$ cat config.mk
export PLATFORM = sky130hd
export DESIGN_NAME = eos_status
export DESIGN_NICKNAME = d
export VERILOG_FILES = /design/src/verilog/eos_status.v /design/src/verilog/eos_transition.v
export VERILOG_INCLUDE_DIRS = /design/src /design/src/verilog
export SDC_FILE = /design/constraint.sdc
export NUM_CORES = 1
export LEC_CHECK = 0
export BUFFER_PORTS_ARGS = -buffer_cell sky130_fd_sc_hd__clkbuf_2
export CAP_MARGIN = 0
export CORE_MARGIN = 1
export CORE_UTILIZATION = 43
export CTS_BUF_LIST = sky130_fd_sc_hd__clkbuf_16
export CTS_CLUSTER_SIZE = 8
export DETAILED_ROUTE_END_ITERATION = 16
export PLACE_DENSITY = 0.69
export SETUP_SLACK_MARGIN = 0.1
export SYNTH_ARGS = -nofsm -noshare
export SYNTH_HDL_FRONTEND = slang
export SYNTH_SLANG_ARGS = --single-unit
$ cat constraint.sdc
create_clock -name core_clk_i -period 10.2 [get_ports core_clk_i]
set_clock_uncertainty 0.2 [all_clocks]
set_input_delay 1.53 -clock core_clk_i [delete_from_list [all_inputs] [get_ports core_clk_i]]
set_output_delay 1.53 -clock core_clk_i [all_outputs]
set_load 0.02 [all_outputs]
$ cat src/verilog/eos_regs.vh
// Constants for the event and operation status block: command codes,
// bit positions and reset or preset values.
// Assumes it is included by its bare name from design and bench files.
`ifndef EOS_REGS_VH
`define EOS_REGS_VH

// ----------------------------------------------------------------------
// Command codes on the status command port
// ----------------------------------------------------------------------
`define EOS_CMD_W            4
`define EOS_CMD_ESE_SET      4'h1
`define EOS_CMD_ESE_QRY      4'h2
`define EOS_CMD_ESR_QRY      4'h3
`define EOS_CMD_OPERATION_STATUS_EVT_QRY 4'h4
`define EOS_CMD_OPERATION_STATUS_CON_QRY 4'h5
`define EOS_CMD_OPERATION_STATUS_ENA_SET 4'h6
`define EOS_CMD_OPERATION_STATUS_ENA_QRY 4'h7
`define EOS_CMD_OPERATION_STATUS_PTR_SET 4'h8
`define EOS_CMD_OPERATION_STATUS_PTR_QRY 4'h9
`define EOS_CMD_OPERATION_STATUS_NTR_SET 4'hA
`define EOS_CMD_OPERATION_STATUS_NTR_QRY 4'hB
`define EOS_CMD_PRESET       4'hC
`define EOS_CMD_CLEAR        4'hD

// ----------------------------------------------------------------------
// Standard event status bit positions
// ----------------------------------------------------------------------
`define EOS_ESR_OPC 0
`define EOS_ESR_QYE 2
`define EOS_ESR_DDE 3
`define EOS_ESR_EXE 4
`define EOS_ESR_CME 5
`define EOS_ESR_PON 7

// ----------------------------------------------------------------------
// Operation status bit positions
// ----------------------------------------------------------------------
`define EOS_OP_TERM_A  0
`define EOS_OP_TERM_B  1
`define EOS_OP_EUT     2
`define EOS_OP_HAZARD  3
`define EOS_OP_TRIG    5
`define EOS_OP_HOLD    6
`define EOS_OP_PASS    8
`define EOS_OP_FAIL    9
`define EOS_OP_RUN     10
`define EOS_OP_STOP    11
`define EOS_OP_WAIT    12
`define EOS_OP_INTVL   13
`define EOS_OP_PROG    14

// ----------------------------------------------------------------------
// Reset, preset and mask values
// ----------------------------------------------------------------------
`define EOS_ESR_RST      8'h80
`define EOS_ESR_USED     8'hBD
`define EOS_OP_USED      16'h7F6F
`define EOS_WR_MASK      16'h7FFF
`define EOS_ENA_PRESET   16'h0000
`define EOS_PTR_PRESET   16'h7FFF
`define EOS_NTR_PRESET   16'h0000

`endif

$ cat src/verilog/eos_status.v
// Standard event status and operation status registers of a leakage
// current tester, reached through a decoded status command port.
// Assumes the command parser delivers one command per valid cycle and
// that all event and condition inputs are synchronous to core_clk_i.
// The status byte logic outside merges the two summary bits with its own.
`timescale 1ns/1ps
`default_nettype none

`include "eos_regs.vh"

// Function
// - Set operation-complete after request and idle
// - Set query error on empty read
// - Set device error on instrument fault
// - Set execution error on bad parameter
// - Set command error on syntax fault
// - Set power-on bit at power up
// - Event register reached by common commands
// - Operation register sixteen bits wide
// - Bits 0-2 follow terminals and line
// - Bit 3 shows hazard voltage
// - Bit 5 shows trigger wait
// - Bit 6 shows hold state
// - Bit 11 shows stop key
// - Bits 12-13 show wait, interval
// - Bit 14 shows program test
// - Event read returns value, then clears
// - Condition read leaves contents unchanged
// - Enable mask stored and returned
// - Positive filter stored and returned
// - Negative filter stored and returned
// - Event on filtered rise or fall
// - Operation summary from enabled events
// - Event summary from any event bit
// - Preset restores operation masks and filters; event enable mask kept
module eos_status #(
   parameter DATA_W = 16
) (
   // Clock and reset
   input  wire                  core_clk_i,
   input  wire                  sys_rst_i,
   // Status command port
   input  wire                  cmd_valid_i,
   input  wire [`EOS_CMD_W-1:0] cmd_code_i,
   input  wire [DATA_W-1:0]     cmd_data_i,
   output reg                   rsp_valid_o,
   output reg  [DATA_W-1:0]     rsp_data_o,
   // Standard event sources
   input  wire                  opc_request_i,
   input  wire                  ops_idle_i,
   input  wire                  query_err_i,
   input  wire                  device_err_i,
   input  wire                  exec_err_i,
   input  wire                  command_err_i,
   // Operation conditions
   input  wire                  term_a_active_i,
   input  wire                  term_b_active_i,
   input  wire                  eut_line_active_i,
   input  wire                  hazard_voltage_flag_i,
   input  wire                  trig_wait_i,
   input  wire                  test_hold_i,
   input  wire                  judge_pass_i,
   input  wire                  judge_fail_i,
   input  wire                  test_running_i,
   input  wire                  stop_key_i,
   input  wire                  test_wait_i,
   input  wire                  interval_i,
   input  wire                  prog_test_i,
   // Status byte summary bits
   output reg                   esb_summary_o,
   output reg                   operation_status_summary_o
);

   // ----------------------------------------------------------------------
   // Helper functions
   // ----------------------------------------------------------------------
   // True when the command code names a query that produces a response.
   function is_query;
      input [`EOS_CMD_W-1:0] code;
      begin
         case (code)
            `EOS_CMD_ESE_QRY,
            `EOS_CMD_ESR_QRY,
            `EOS_CMD_OPERATION_STATUS_EVT_QRY,
            `EOS_CMD_OPERATION_STATUS_CON_QRY,
            `EOS_CMD_OPERATION_STATUS_ENA_QRY,
            `EOS_CMD_OPERATION_STATUS_PTR_QRY,
            `EOS_CMD_OPERATION_STATUS_NTR_QRY: is_query = 1'b1;
            default:               is_query = 1'b0;
         endcase
      end
   endfunction

   // True when this cycle carries the given command.
   function cmd_is;
      input                  valid;
      input [`EOS_CMD_W-1:0] code;
      input [`EOS_CMD_W-1:0] want;
      begin
         cmd_is = valid & (code == want);
      end
   endfunction

   // Writes accept 0 to 32767; bit 15 never stores.
   function [15:0] clip15;
      input [DATA_W-1:0] value;
      begin
         clip15 = value[15:0] & `EOS_WR_MASK;
      end
   endfunction

   // ----------------------------------------------------------------------
   // Storage
   // ----------------------------------------------------------------------
   // Standard event status, its enable mask and the completion flag.
   reg  [7:0]  standard_event_status;
   reg  [7:0]  ese;
   reg         opc_pending;
   // Operation event register, enable mask and transition filters.
   reg  [15:0] operation_status_event;
   reg  [15:0] operation_status_enable;
   reg  [15:0] operation_status_ptr;
   reg  [15:0] operation_status_ntr;

   wire [15:0] operation_status_cond;
   wire [15:0] operation_status_event_set;
   reg  [15:0] cond_vector;

   // Next-state values built by the combinational processes.
   reg  [7:0]  next_esr;
   reg  [7:0]  esr_set;
   reg         next_opc_pending;
   reg  [15:0] next_operation_status_event;
   reg  [DATA_W-1:0] next_rsp_data;

   // Decoded command strobes.
   wire        rd_esr;
   wire        rd_operation_status_event;
   wire        do_preset;
   wire        do_clear;
   wire        take_query;

   // ----------------------------------------------------------------------
   // Command decode
   // ----------------------------------------------------------------------
   // Decode stays combinational; the answer register gives the one-cycle
   // delay, so a query is answered on the edge that takes it and is seen in the cycle after.
   // common command decode
   assign rd_esr        = cmd_is(cmd_valid_i, cmd_code_i, `EOS_CMD_ESR_QRY);
   assign rd_operation_status_event = cmd_is(cmd_valid_i, cmd_code_i, `EOS_CMD_OPERATION_STATUS_EVT_QRY);
   assign do_preset     = cmd_is(cmd_valid_i, cmd_code_i, `EOS_CMD_PRESET);
   assign do_clear      = cmd_is(cmd_valid_i, cmd_code_i, `EOS_CMD_CLEAR);
   assign take_query    = cmd_valid_i & is_query(cmd_code_i);

   // ----------------------------------------------------------------------
   // Operation condition vector
   // ----------------------------------------------------------------------
   // Bits 4, 7 and 15 have no source and read zero; the mask at the sampler
   // input keeps them clear even if one is wired by mistake later.
   // sixteen-bit condition word
   always @* begin
      cond_vector = 16'h0000;
      cond_vector[`EOS_OP_TERM_A] = term_a_active_i;
      cond_vector[`EOS_OP_TERM_B] = term_b_active_i;
      cond_vector[`EOS_OP_EUT]    = eut_line_active_i;
      cond_vector[`EOS_OP_HAZARD] = hazard_voltage_flag_i;
      cond_vector[`EOS_OP_TRIG]   = trig_wait_i;
      cond_vector[`EOS_OP_HOLD]   = test_hold_i;
      cond_vector[`EOS_OP_PASS]   = judge_pass_i;
      cond_vector[`EOS_OP_FAIL]   = judge_fail_i;
      cond_vector[`EOS_OP_RUN]    = test_running_i;
      cond_vector[`EOS_OP_STOP]   = stop_key_i;
      cond_vector[`EOS_OP_WAIT]   = test_wait_i;
      cond_vector[`EOS_OP_INTVL]  = interval_i;
      cond_vector[`EOS_OP_PROG]   = prog_test_i;
   end

   // The sampler registers the condition word; its event output is
   // combinational and is folded into the event register below.
   eos_transition #(
      .WIDTH (16)
   ) u_transition (
      .core_clk_i  (core_clk_i),
      .sys_rst_i   (sys_rst_i),
      .cond_in_i   (cond_vector & `EOS_OP_USED),
      .ptr_i       (operation_status_ptr),
      .ntr_i       (operation_status_ntr),
      .cond_o      (operation_status_cond),
      .event_set_o (operation_status_event_set)
   );

   // ----------------------------------------------------------------------
   // Standard event status next state
   // ----------------------------------------------------------------------
   // A new event landing on the same edge as a read or a clear survives:
   // the read returns the old value, and the set is kept for the next read.
   // The pending flag remembers a completion request while operations are
   // still running and drops on the edge that sets the bit.
   always @* begin
      esr_set = 8'h00;
      next_opc_pending = opc_pending | opc_request_i;
      if ((opc_pending | opc_request_i) & ops_idle_i) begin
         esr_set[`EOS_ESR_OPC] = 1'b1;
         next_opc_pending = 1'b0;
      end
      esr_set[`EOS_ESR_QYE] = query_err_i;
      esr_set[`EOS_ESR_DDE] = device_err_i;
      esr_set[`EOS_ESR_EXE] = exec_err_i;
      esr_set[`EOS_ESR_CME] = command_err_i;
      if (rd_esr | do_clear) begin
         next_esr = esr_set;
      end else begin
         next_esr = standard_event_status | esr_set;
      end
      next_esr = next_esr & `EOS_ESR_USED;
   end

   // ----------------------------------------------------------------------
   // Operation event next state
   // ----------------------------------------------------------------------
   // A poll and a new transition on the same edge keep the transition, so
   // no edge is lost between two polls.
   always @* begin
      if (rd_operation_status_event | do_clear) begin
         next_operation_status_event = operation_status_event_set;
      end else begin
         next_operation_status_event = operation_status_event | operation_status_event_set;
      end
   end

   // ----------------------------------------------------------------------
   // Response mux
   // ----------------------------------------------------------------------
   // Codes without an answer select zero; that value is never loaded.
   always @* begin
      next_rsp_data = {DATA_W{1'b0}};
      case (cmd_code_i)
         `EOS_CMD_ESE_QRY:      next_rsp_data[7:0] = ese;
         `EOS_CMD_ESR_QRY:      next_rsp_data[7:0] = standard_event_status;
         `EOS_CMD_OPERATION_STATUS_EVT_QRY: next_rsp_data[15:0] = operation_status_event;
         `EOS_CMD_OPERATION_STATUS_CON_QRY: next_rsp_data[15:0] = operation_status_cond;
         `EOS_CMD_OPERATION_STATUS_ENA_QRY: next_rsp_data[15:0] = operation_status_enable;
         `EOS_CMD_OPERATION_STATUS_PTR_QRY: next_rsp_data[15:0] = operation_status_ptr;
         `EOS_CMD_OPERATION_STATUS_NTR_QRY: next_rsp_data[15:0] = operation_status_ntr;
         default:               next_rsp_data = {DATA_W{1'b0}};
      endcase
   end

   // ----------------------------------------------------------------------
   // Event registers
   // ----------------------------------------------------------------------
   // Reset loads the power-on bit, so the first read after power-up reports it.
   always @(posedge core_clk_i or posedge sys_rst_i) begin
      if (sys_rst_i) begin
         standard_event_status         <= `EOS_ESR_RST;
         opc_pending <= 1'b0;
         operation_status_event  <= 16'h0000;
      end else begin
         standard_event_status         <= next_esr;
         opc_pending <= next_opc_pending;
         operation_status_event  <= next_operation_status_event;
      end
   end

   // ----------------------------------------------------------------------
   // Masks and filters
   // ----------------------------------------------------------------------
   // The event enable mask is not touched by preset; only the operation
   // masks and filters return to their defaults.
   // Bit 15 of a written operation mask or filter is dropped rather than refused, so an
   // out-of-range value leaves its low fifteen bits stored; the event enable mask keeps bits 7-0.
   always @(posedge core_clk_i or posedge sys_rst_i) begin
      if (sys_rst_i) begin
         ese         <= 8'h00;
         operation_status_enable <= `EOS_ENA_PRESET;
         operation_status_ptr    <= `EOS_PTR_PRESET;
         operation_status_ntr    <= `EOS_NTR_PRESET;
      end else if (do_preset) begin
         operation_status_enable <= `EOS_ENA_PRESET;
         operation_status_ptr    <= `EOS_PTR_PRESET;
         operation_status_ntr    <= `EOS_NTR_PRESET;
      end else if (cmd_valid_i) begin
         case (cmd_code_i)
            `EOS_CMD_ESE_SET:      ese <= cmd_data_i[7:0];
            `EOS_CMD_OPERATION_STATUS_ENA_SET: operation_status_enable <= clip15(cmd_data_i);
            `EOS_CMD_OPERATION_STATUS_PTR_SET: operation_status_ptr <= clip15(cmd_data_i);
            `EOS_CMD_OPERATION_STATUS_NTR_SET: operation_status_ntr <= clip15(cmd_data_i);
            default:               ese <= ese;
         endcase
      end
   end

   // ----------------------------------------------------------------------
   // Responses and summary outputs
   // ----------------------------------------------------------------------
   // The answer register loads only on a query, so the last answer stays
   // readable; both summaries use next-state values to move with their event.
   always @(posedge core_clk_i or posedge sys_rst_i) begin
      if (sys_rst_i) begin
         rsp_valid_o    <= 1'b0;
         rsp_data_o     <= {DATA_W{1'b0}};
         esb_summary_o  <= 1'b0;
         operation_status_summary_o <= 1'b0;
      end else begin
         rsp_valid_o <= take_query;
         if (take_query) begin
            rsp_data_o <= next_rsp_data;
         end
         esb_summary_o  <= |next_esr;
         operation_status_summary_o <= |(next_operation_status_event & operation_status_enable);
      end
   end

endmodule // eos_status

`default_nettype wire

$ cat src/verilog/eos_transition.v
// Condition sampler and transition filter for the operation register.
// Assumes the condition inputs are synchronous to the clock.
`timescale 1ns/1ps
`default_nettype none

module eos_transition #(
   parameter WIDTH = 16
) (
   // Clock and reset
   input  wire             core_clk_i,
   input  wire             sys_rst_i,
   // Condition and filters
   input  wire [WIDTH-1:0] cond_in_i,
   input  wire [WIDTH-1:0] ptr_i,
   input  wire [WIDTH-1:0] ntr_i,
   // Results
   output reg  [WIDTH-1:0] cond_o,
   output wire [WIDTH-1:0] event_set_o
);

   // ----------------------------------------------------------------------
   // Condition register
   // ----------------------------------------------------------------------
   always @(posedge core_clk_i or posedge sys_rst_i) begin
      if (sys_rst_i) begin
         cond_o <= {WIDTH{1'b0}};
      end else begin
         cond_o <= cond_in_i;
      end
   end

   // ----------------------------------------------------------------------
   // Edge filter
   // ----------------------------------------------------------------------
   // rise and fall filtering
   // The event fires on the edge at which the condition register takes the
   // new value, so one change that passes its filter yields exactly one event set.
   assign event_set_o = (cond_in_i & ~cond_o & ptr_i) | (~cond_in_i & cond_o & ntr_i);

endmodule // eos_transition

`default_nettype wire
## Word-level counts from Yosys, hierarchy flattened

Cells that the tools add are included.

| storage, ports and cells | value |
|---|---|
| bits in registers | 111 |

| operators by class | value |
|---|---|
| muxes and demuxes | 16 |
| bitwise logic cells | 20 |
| reductions and logical operators | 11 |
| eq/ne operators | 13 |

Operators by type and width:

| operator | number |
|---|---|
| $mux W16 | 10 |
| $pmux W8 S7 | 1 |
| $and A16 B16 Y16 | 3 |
| $pmux W8 S5 | 1 |
| $not A15 Y16 | 2 |
| $or A16 B16 Y16 | 2 |
| $eq A4 B4 Y1 const B | 6 |
| $and A15 B16 Y16 | 1 |
| $and A16 B15 Y16 | 1 |
| $eq A4 B3 Y1 const B | 4 |
| $reduce_or A16 Y1 | 1 |
| $eq A4 B2 Y1 const B | 2 |
| $mux W8 | 1 |
| $or A8 B6 Y8 | 1 |
| $reduce_bool A2 Y1 | 4 |
| $reduce_or A7 Y1 | 1 |
| $and A1 B1 Y1 | 6 |
| $reduce_and A2 Y1 | 3 |
| $reduce_or A6 Y1 | 1 |
| $eq A4 B1 Y1 const B | 1 |
| $mux W1 | 3 |
| $or A1 B1 Y1 | 3 |
| $reduce_and A3 Y1 | 1 |
| $not A1 Y1 | 1 |

## Longest topological paths before layout

| logic depth | value |
|---|---|
| depth after elaboration | 8 |
| gate-level depth with buffers | 7 |
| depth with buffers taken out | 5 |

## Hierarchy

From an unflattened synthesis, not the netlist that was laid out.

| unflattened totals | value |
|---|---|
| cell total of the unflattened synthesis | 438 |
| area total of the unflattened synthesis | 5201.2 um^2 |

Modules (own cells, without submodules):

| module | instances | area an instance (um^2) | sequential area each (um^2) | cells each |
|---|---|---|---|---|
| eos_status | 1 | 4476.8 | 2397.3 | 373 |
| eos_transition | 1 | 724.4 | 400.4 | 65 |

## Worst setup path before layout

No wires, ideal clock.

| path | value |
|---|---|
| kind | input-to-reg |
| start | input port cmd_code_i[3] |
| end | register esb_summary_o |
| data arrival time | 2781 ps |
| setup slack | 7080 ps |
| library setup time | 139 ps |
| buffers on the path | 0 |
| cell stages on the path | 5 |
| data required time | 9861 ps |
| cells stage by stage | or3b_1 -> o21ai_2 -> nand3_4 -> a21o_1 -> or4b_1 |

| between the ends | value |
|---|---|
| longest elaborated chain between the ends | 5 |

Ends and longest elaborated chain:

| what | RTL line | source |
|---|---|---|
| start, declared | eos_status.v:44 | `` input wire [`EOS_CMD_W-1:0] cmd_code_i, `` |
| $eq A4 B2 Y1 or $eq A4 B4 Y1 (tied branches) | eos_status.v:100 | `cmd_is = valid & (code == want);` |
| $and A1 B1 Y1 | eos_status.v:100 |  |
| $or A1 B1 Y1 * | eos_status.v:210 | `if (rd_esr \| do_clear) begin` |
| $mux W8 * | eos_status.v:210 |  |
| net next_esr[5] | eos_status.v:130 | `reg [7:0] next_esr;` |
| $reduce_or A6 Y1 * | eos_status.v:309 | `esb_summary_o <= \|next_esr;` |
| end signal, assigned | eos_status.v:309 |  |
| end, declared | eos_status.v:70 | `output reg esb_summary_o,` |

The timed path passes the listed nets; every way through them passes the cells marked *.
A chain may end at the register's enable or synchronous reset.

## Final worst setup path

| path | value |
|---|---|
| start | input port cmd_code_i[2] |
| end | register rsp_data_o[1] |

| between the ends | value |
|---|---|
| longest elaborated chain between the ends | 4 |

Ends and longest elaborated chain:

| what | RTL line | source |
|---|---|---|
| $eq A4 B2 Y1, or another cell as far along | eos_status.v:81, eos_status.v:237 |  |
| $reduce_or A7 Y1 | eos_status.v:81 | `case (code)` |
| $mux W1 | eos_status.v:81 |  |
| $and A1 B1 Y1 | eos_status.v:153 | `assign take_query = cmd_valid_i & is_query(cmd_code_i);` |
| end signal, assigned | eos_status.v:301 | `rsp_data_o <= {DATA_W{1'b0}};` |
| end signal, assigned | eos_status.v:307 | `rsp_data_o <= next_rsp_data;` |
| end, declared | eos_status.v:47 | `output reg [DATA_W-1:0] rsp_data_o,` |

Parallel ways exist; a longest one is shown, timed or not.

==> key figures <==
Drt
  • Final antenna-violating net count: 0
  • Via Count: 3805
  • Vias per std cell: 6.10
  • TritonRoute pass-1 iters: 6
  • # DRC: 0
  • Drt first-iter violations: 399
  • Routed Wire Length: 12700 microns
  • Routed WL per cell: 20.4 microns

Clock tree
  • Total setup buffers inserted after CTS: 0
  • Root Buffer: clkbuf_16
  • Clk_lat worst skew: 360 ps
  • CTS resizes: 0
  • Total CTS buffers: 9
  • Clk slew on worst S/H paths: 70 ps
  • H-Tree Depth: 3
  • Clock Tree Buf Depth: 2
  • # hold bufs at CTS: 0
  • TritonCTS sink count: 106
  • CTS tree: yes

Outcome
  • Outcome: finished, final reports clean

Worst setup path
  • Crit path max fanout: 44
  • Crit path DAT: 3800 ps
  • CP Launch Type: input pin
  • Slowest cell on crit path: nor2b_1
  • WS Path Type: in -> reg
  • Cell mode on critical path: nor2b_1
  • CP Depth: 7
  • Slowest stage delay, CP: 700 ps
  • CP cell instances: clkbuf_2, buf_4, nor2b_1, nor2b_1, a32o_1, a21oi_1, o21ai_0
  • CP bufs+invs: 2
  • Setup crit end kind: flip-flop
  • R2R cell count: 5
  • Crit path max-delay family: simple AND/OR/NAND/NOR gates
  • Worst EP required: 10280 ps

Layout
  • Utilization after layout: 50.5%
  • Area Growth Syn to Fin: 14.1%
  • Layout Nets: 521
  • Share of layout cells above drive strength 1: 23.6%
  • Finished Cell Area: 0.00548 sq mm
  • Diodes inserted: 0

Yosys
  • Post-synth top cells: dfrtp_1, a22o_1, nor2_1, o21ai_0, nand2_1
  • Post-Synth XOR/XNOR Area: 0.182%
  • Async S/R FF share, synth: 100%
  • Top-count cell post-synth: dfrtp_1
  • Simple-Gate Fraction of Synth Area: 12.6%
  • Mapped Nets: 475
  • Main synth FF type: dfrtp_1
  • Syn_area_per_cell: 11.1 sq um
  • Yosys top cell area share: 46.9%
  • Distinct cells, synth: 48
  • Number of synthesized flops with an enable pin: 0
  • Post-synthesis mux area share: 2.71%
  • Post-synthesis sequential area ratio: 55.7%
  • Largest family of logic cells by synthesized area: compound AO/OA/AOI/OAI gates
  • Post-Synth Adder-Cell Area: 0%
  • Netlist Area Pre-Place: 0.00480 sq mm
  • Number of synthesized register bits: 106
  • Post-synthesis compound-gate area fraction: 25.6%
  • Largest cells by area after synthesis: dfrtp_1, dfstp_2, a22o_1, a22oi_1, o21ai_0
  • Synthesis Warnings: 0
  • Post-synthesis instance total: 433
  • Cell taking the most area after synthesis: dfrtp_1

Floorplanning
  • Die H: 108 microns
  • DIE AREA: 0.0116 sq mm
  • Die X: 108 microns
  • Initial core utilization: 44.3%
  • # rows: 38
  • Top Ports: 61
  • Core ar.: 0.0108 sq mm

Global route
  • Met3 Usage GRT: 4.42%
  • Met1 Track Usage GR: 32.4%
  • Initial antenna violation count: 0
  • GR Layer Usage met2: 36.9%
  • Via count of the first global-routing pass: 3745
  • First-pass GRT wire length: 20400 microns
  • GRT Max-Usage Layer: met2
  • Grt ovf: 0
  • Total Routing Usage GR: 23.6%
  • Largest net degree at the start of global routing: 88

Timing
  • RSZ-0062 raised after global routing: no
  • Slew margin rel.: 27.6%
  • Period utilization: 36.4%
  • Minimum clock period: 3720 ps
  • Final hold violations: 0
  • Post-route setup slack: 6480 ps
  • Setup TNS: 0 ps
  • Hold_ws: 284 ps
  • Peak Freq: 269 MHz
  • Final setup viols: 0
  • Slew @ Worst Pin: 1090 ps
  • Final slew viol count: 0

Power and ir drop
  • Clock power share: 32.7%
  • Worst IR Drop VDD: 0.0856 mV
  • Pwr Density: 195 mW/mm^2
  • Psw: 305 uW
  • Pleak: 2.38 nW
  • Seq pwr share: 51.2%
  • Int Power: 761 uW
  • Part of the power in combinational logic: 16.1%
  • Sw frac: 28.6%

Min path
  • Worst hold stages: 2
  • Hold crit path type: reg -> reg

Job
  • Max-cap violations: 0

Place
  • I/O Buffers: 58
  • Dpl hpwl: 8440 microns
  • Routability cong.: 0.839
  • Place WS: 6190 ps
  • Placed instance area: 0.00518 sq mm
==> tightest hold or removal path, stage by stage, from the launching register on <==
cell and delay (ps):
dfrtp_1 350, nand2_1 50, o21ai_0 60
==> registers in the layout (all words and copies together) (netlist names) <==
register,flops
esb_summary_o,1
standard_event_status,6
ese,8
operation_status_enable,15
u_transition.cond_o,13
operation_status_ntr,15
operation_status_summary_o,1
operation_status_event,15
rsp_data_o,15
opc_pending,1
operation_status_ptr,15
rsp_valid_o,1
==> cell usage in the layout (no fill, tap or decap), drive strengths merged, types with 2 or more instances in the layout <==
cell / instances
mux2: 8
dfrtp: 90
clkbuf: 67
nor4bb: 2
a22o: 38
a21oi: 23
nand2b: 3
mux2i: 4
nand3b: 13
nand3: 3
a222oi: 10
a221oi: 2
inv: 3
or3: 2
or3b: 2
o221a: 2
nand4: 3
a2bb2oi: 2
o2111ai: 2
nor3b: 2
nor2: 34
a32o: 3
dfstp: 16
and2: 3
a21o: 17
a31oi: 3
nor2b: 6
clkinv: 5
buf: 7
o21a: 3
and3: 3
nand2: 29
o21ai: 34
a22oi: 24
o22ai: 2
a32oi: 4
==> worst paths after layout <==
check | startpoint | endpoint | slack [ps]
setup / recovery | cmd_code_i[2] | rsp_data_o[1]$_DFFE_PP0P_ | 6480
hold / removal | rsp_data_o[6]$_DFFE_PP0P_ | rsp_data_o[6]$_DFFE_PP0P_ | 280
setup reg to reg | operation_status_enable[13]$_DFFE_PP0P_ | operation_status_summary_o$_DFF_PP0_ | 8290
hold reg to reg | rsp_data_o[6]$_DFFE_PP0P_ | rsp_data_o[6]$_DFFE_PP0P_ | 280
max in group asynchronous | sys_rst_i | operation_status_ntr[10]$_DFFE_PP0P_ | 7570
min in group asynchronous | sys_rst_i | rsp_data_o[6]$_DFFE_PP0P_ | 890
==> layer usage <==
metal,routed length (microns),part of all wire (%)
met2,6060,48
met4,258,2.0
met5,0,0
met1,5530,43
met3,884,6.9
==> power groups by stage <==
stage / registers [mW] / clock network, mW / logic (mW)
2_1_floorplan: 0.546 / 0 / 0.113
3_3_place_gp: 0.548 / 0 / 0.165
3_5_place_dp: 0.552 / 0 / 0.171
4_1_cts: 0.544 / 0.352 / 0.172
5_1_grt: 0.554 / 0.369 / 0.191
6_report: 0.546 / 0.349 / 0.172
==> layout make-up <==
class | count | area [sq um]
Multi-Input combinational cell | 294 | 1980
Fill cell | 971 | 5360
Sequential cell | 106 | 2670
Tap cell | 140 | 175
Clock inverter | 7 | 70.1
Clock buffer | 9 | 225
Timing Repair Buffer | 65 | 343
Inverter | 3 | 13.8
==> per-stage QoR <==
| step | cells | power (mW) |
|---|---|---|
| 6_report | 624 | 1.07 |
| 2_1_floorplan | 433 | 0.659 |
| 3_5_place_dp | 608 | 0.722 |
| 4_1_cts | 624 | 1.07 |
| 5_1_grt | 624 | 1.11 |
| 3_3_place_gp | 608 | 0.714 |
==> logic make-up (layout without fill, tap and decap cells) <==
family / count (synthesis) / count (layout)
XOR/XNOR: 1 / 1
other: 1 / 1
multiplexers: 12 / 12
flip-flops: 106 / 106
buffers and inverters: 33 / 84
AO/OA/AOI/OAI: 169 / 169
AND/OR/NAND/NOR: 111 / 111
No activity file was read; power rests on OpenSTA's default activity.
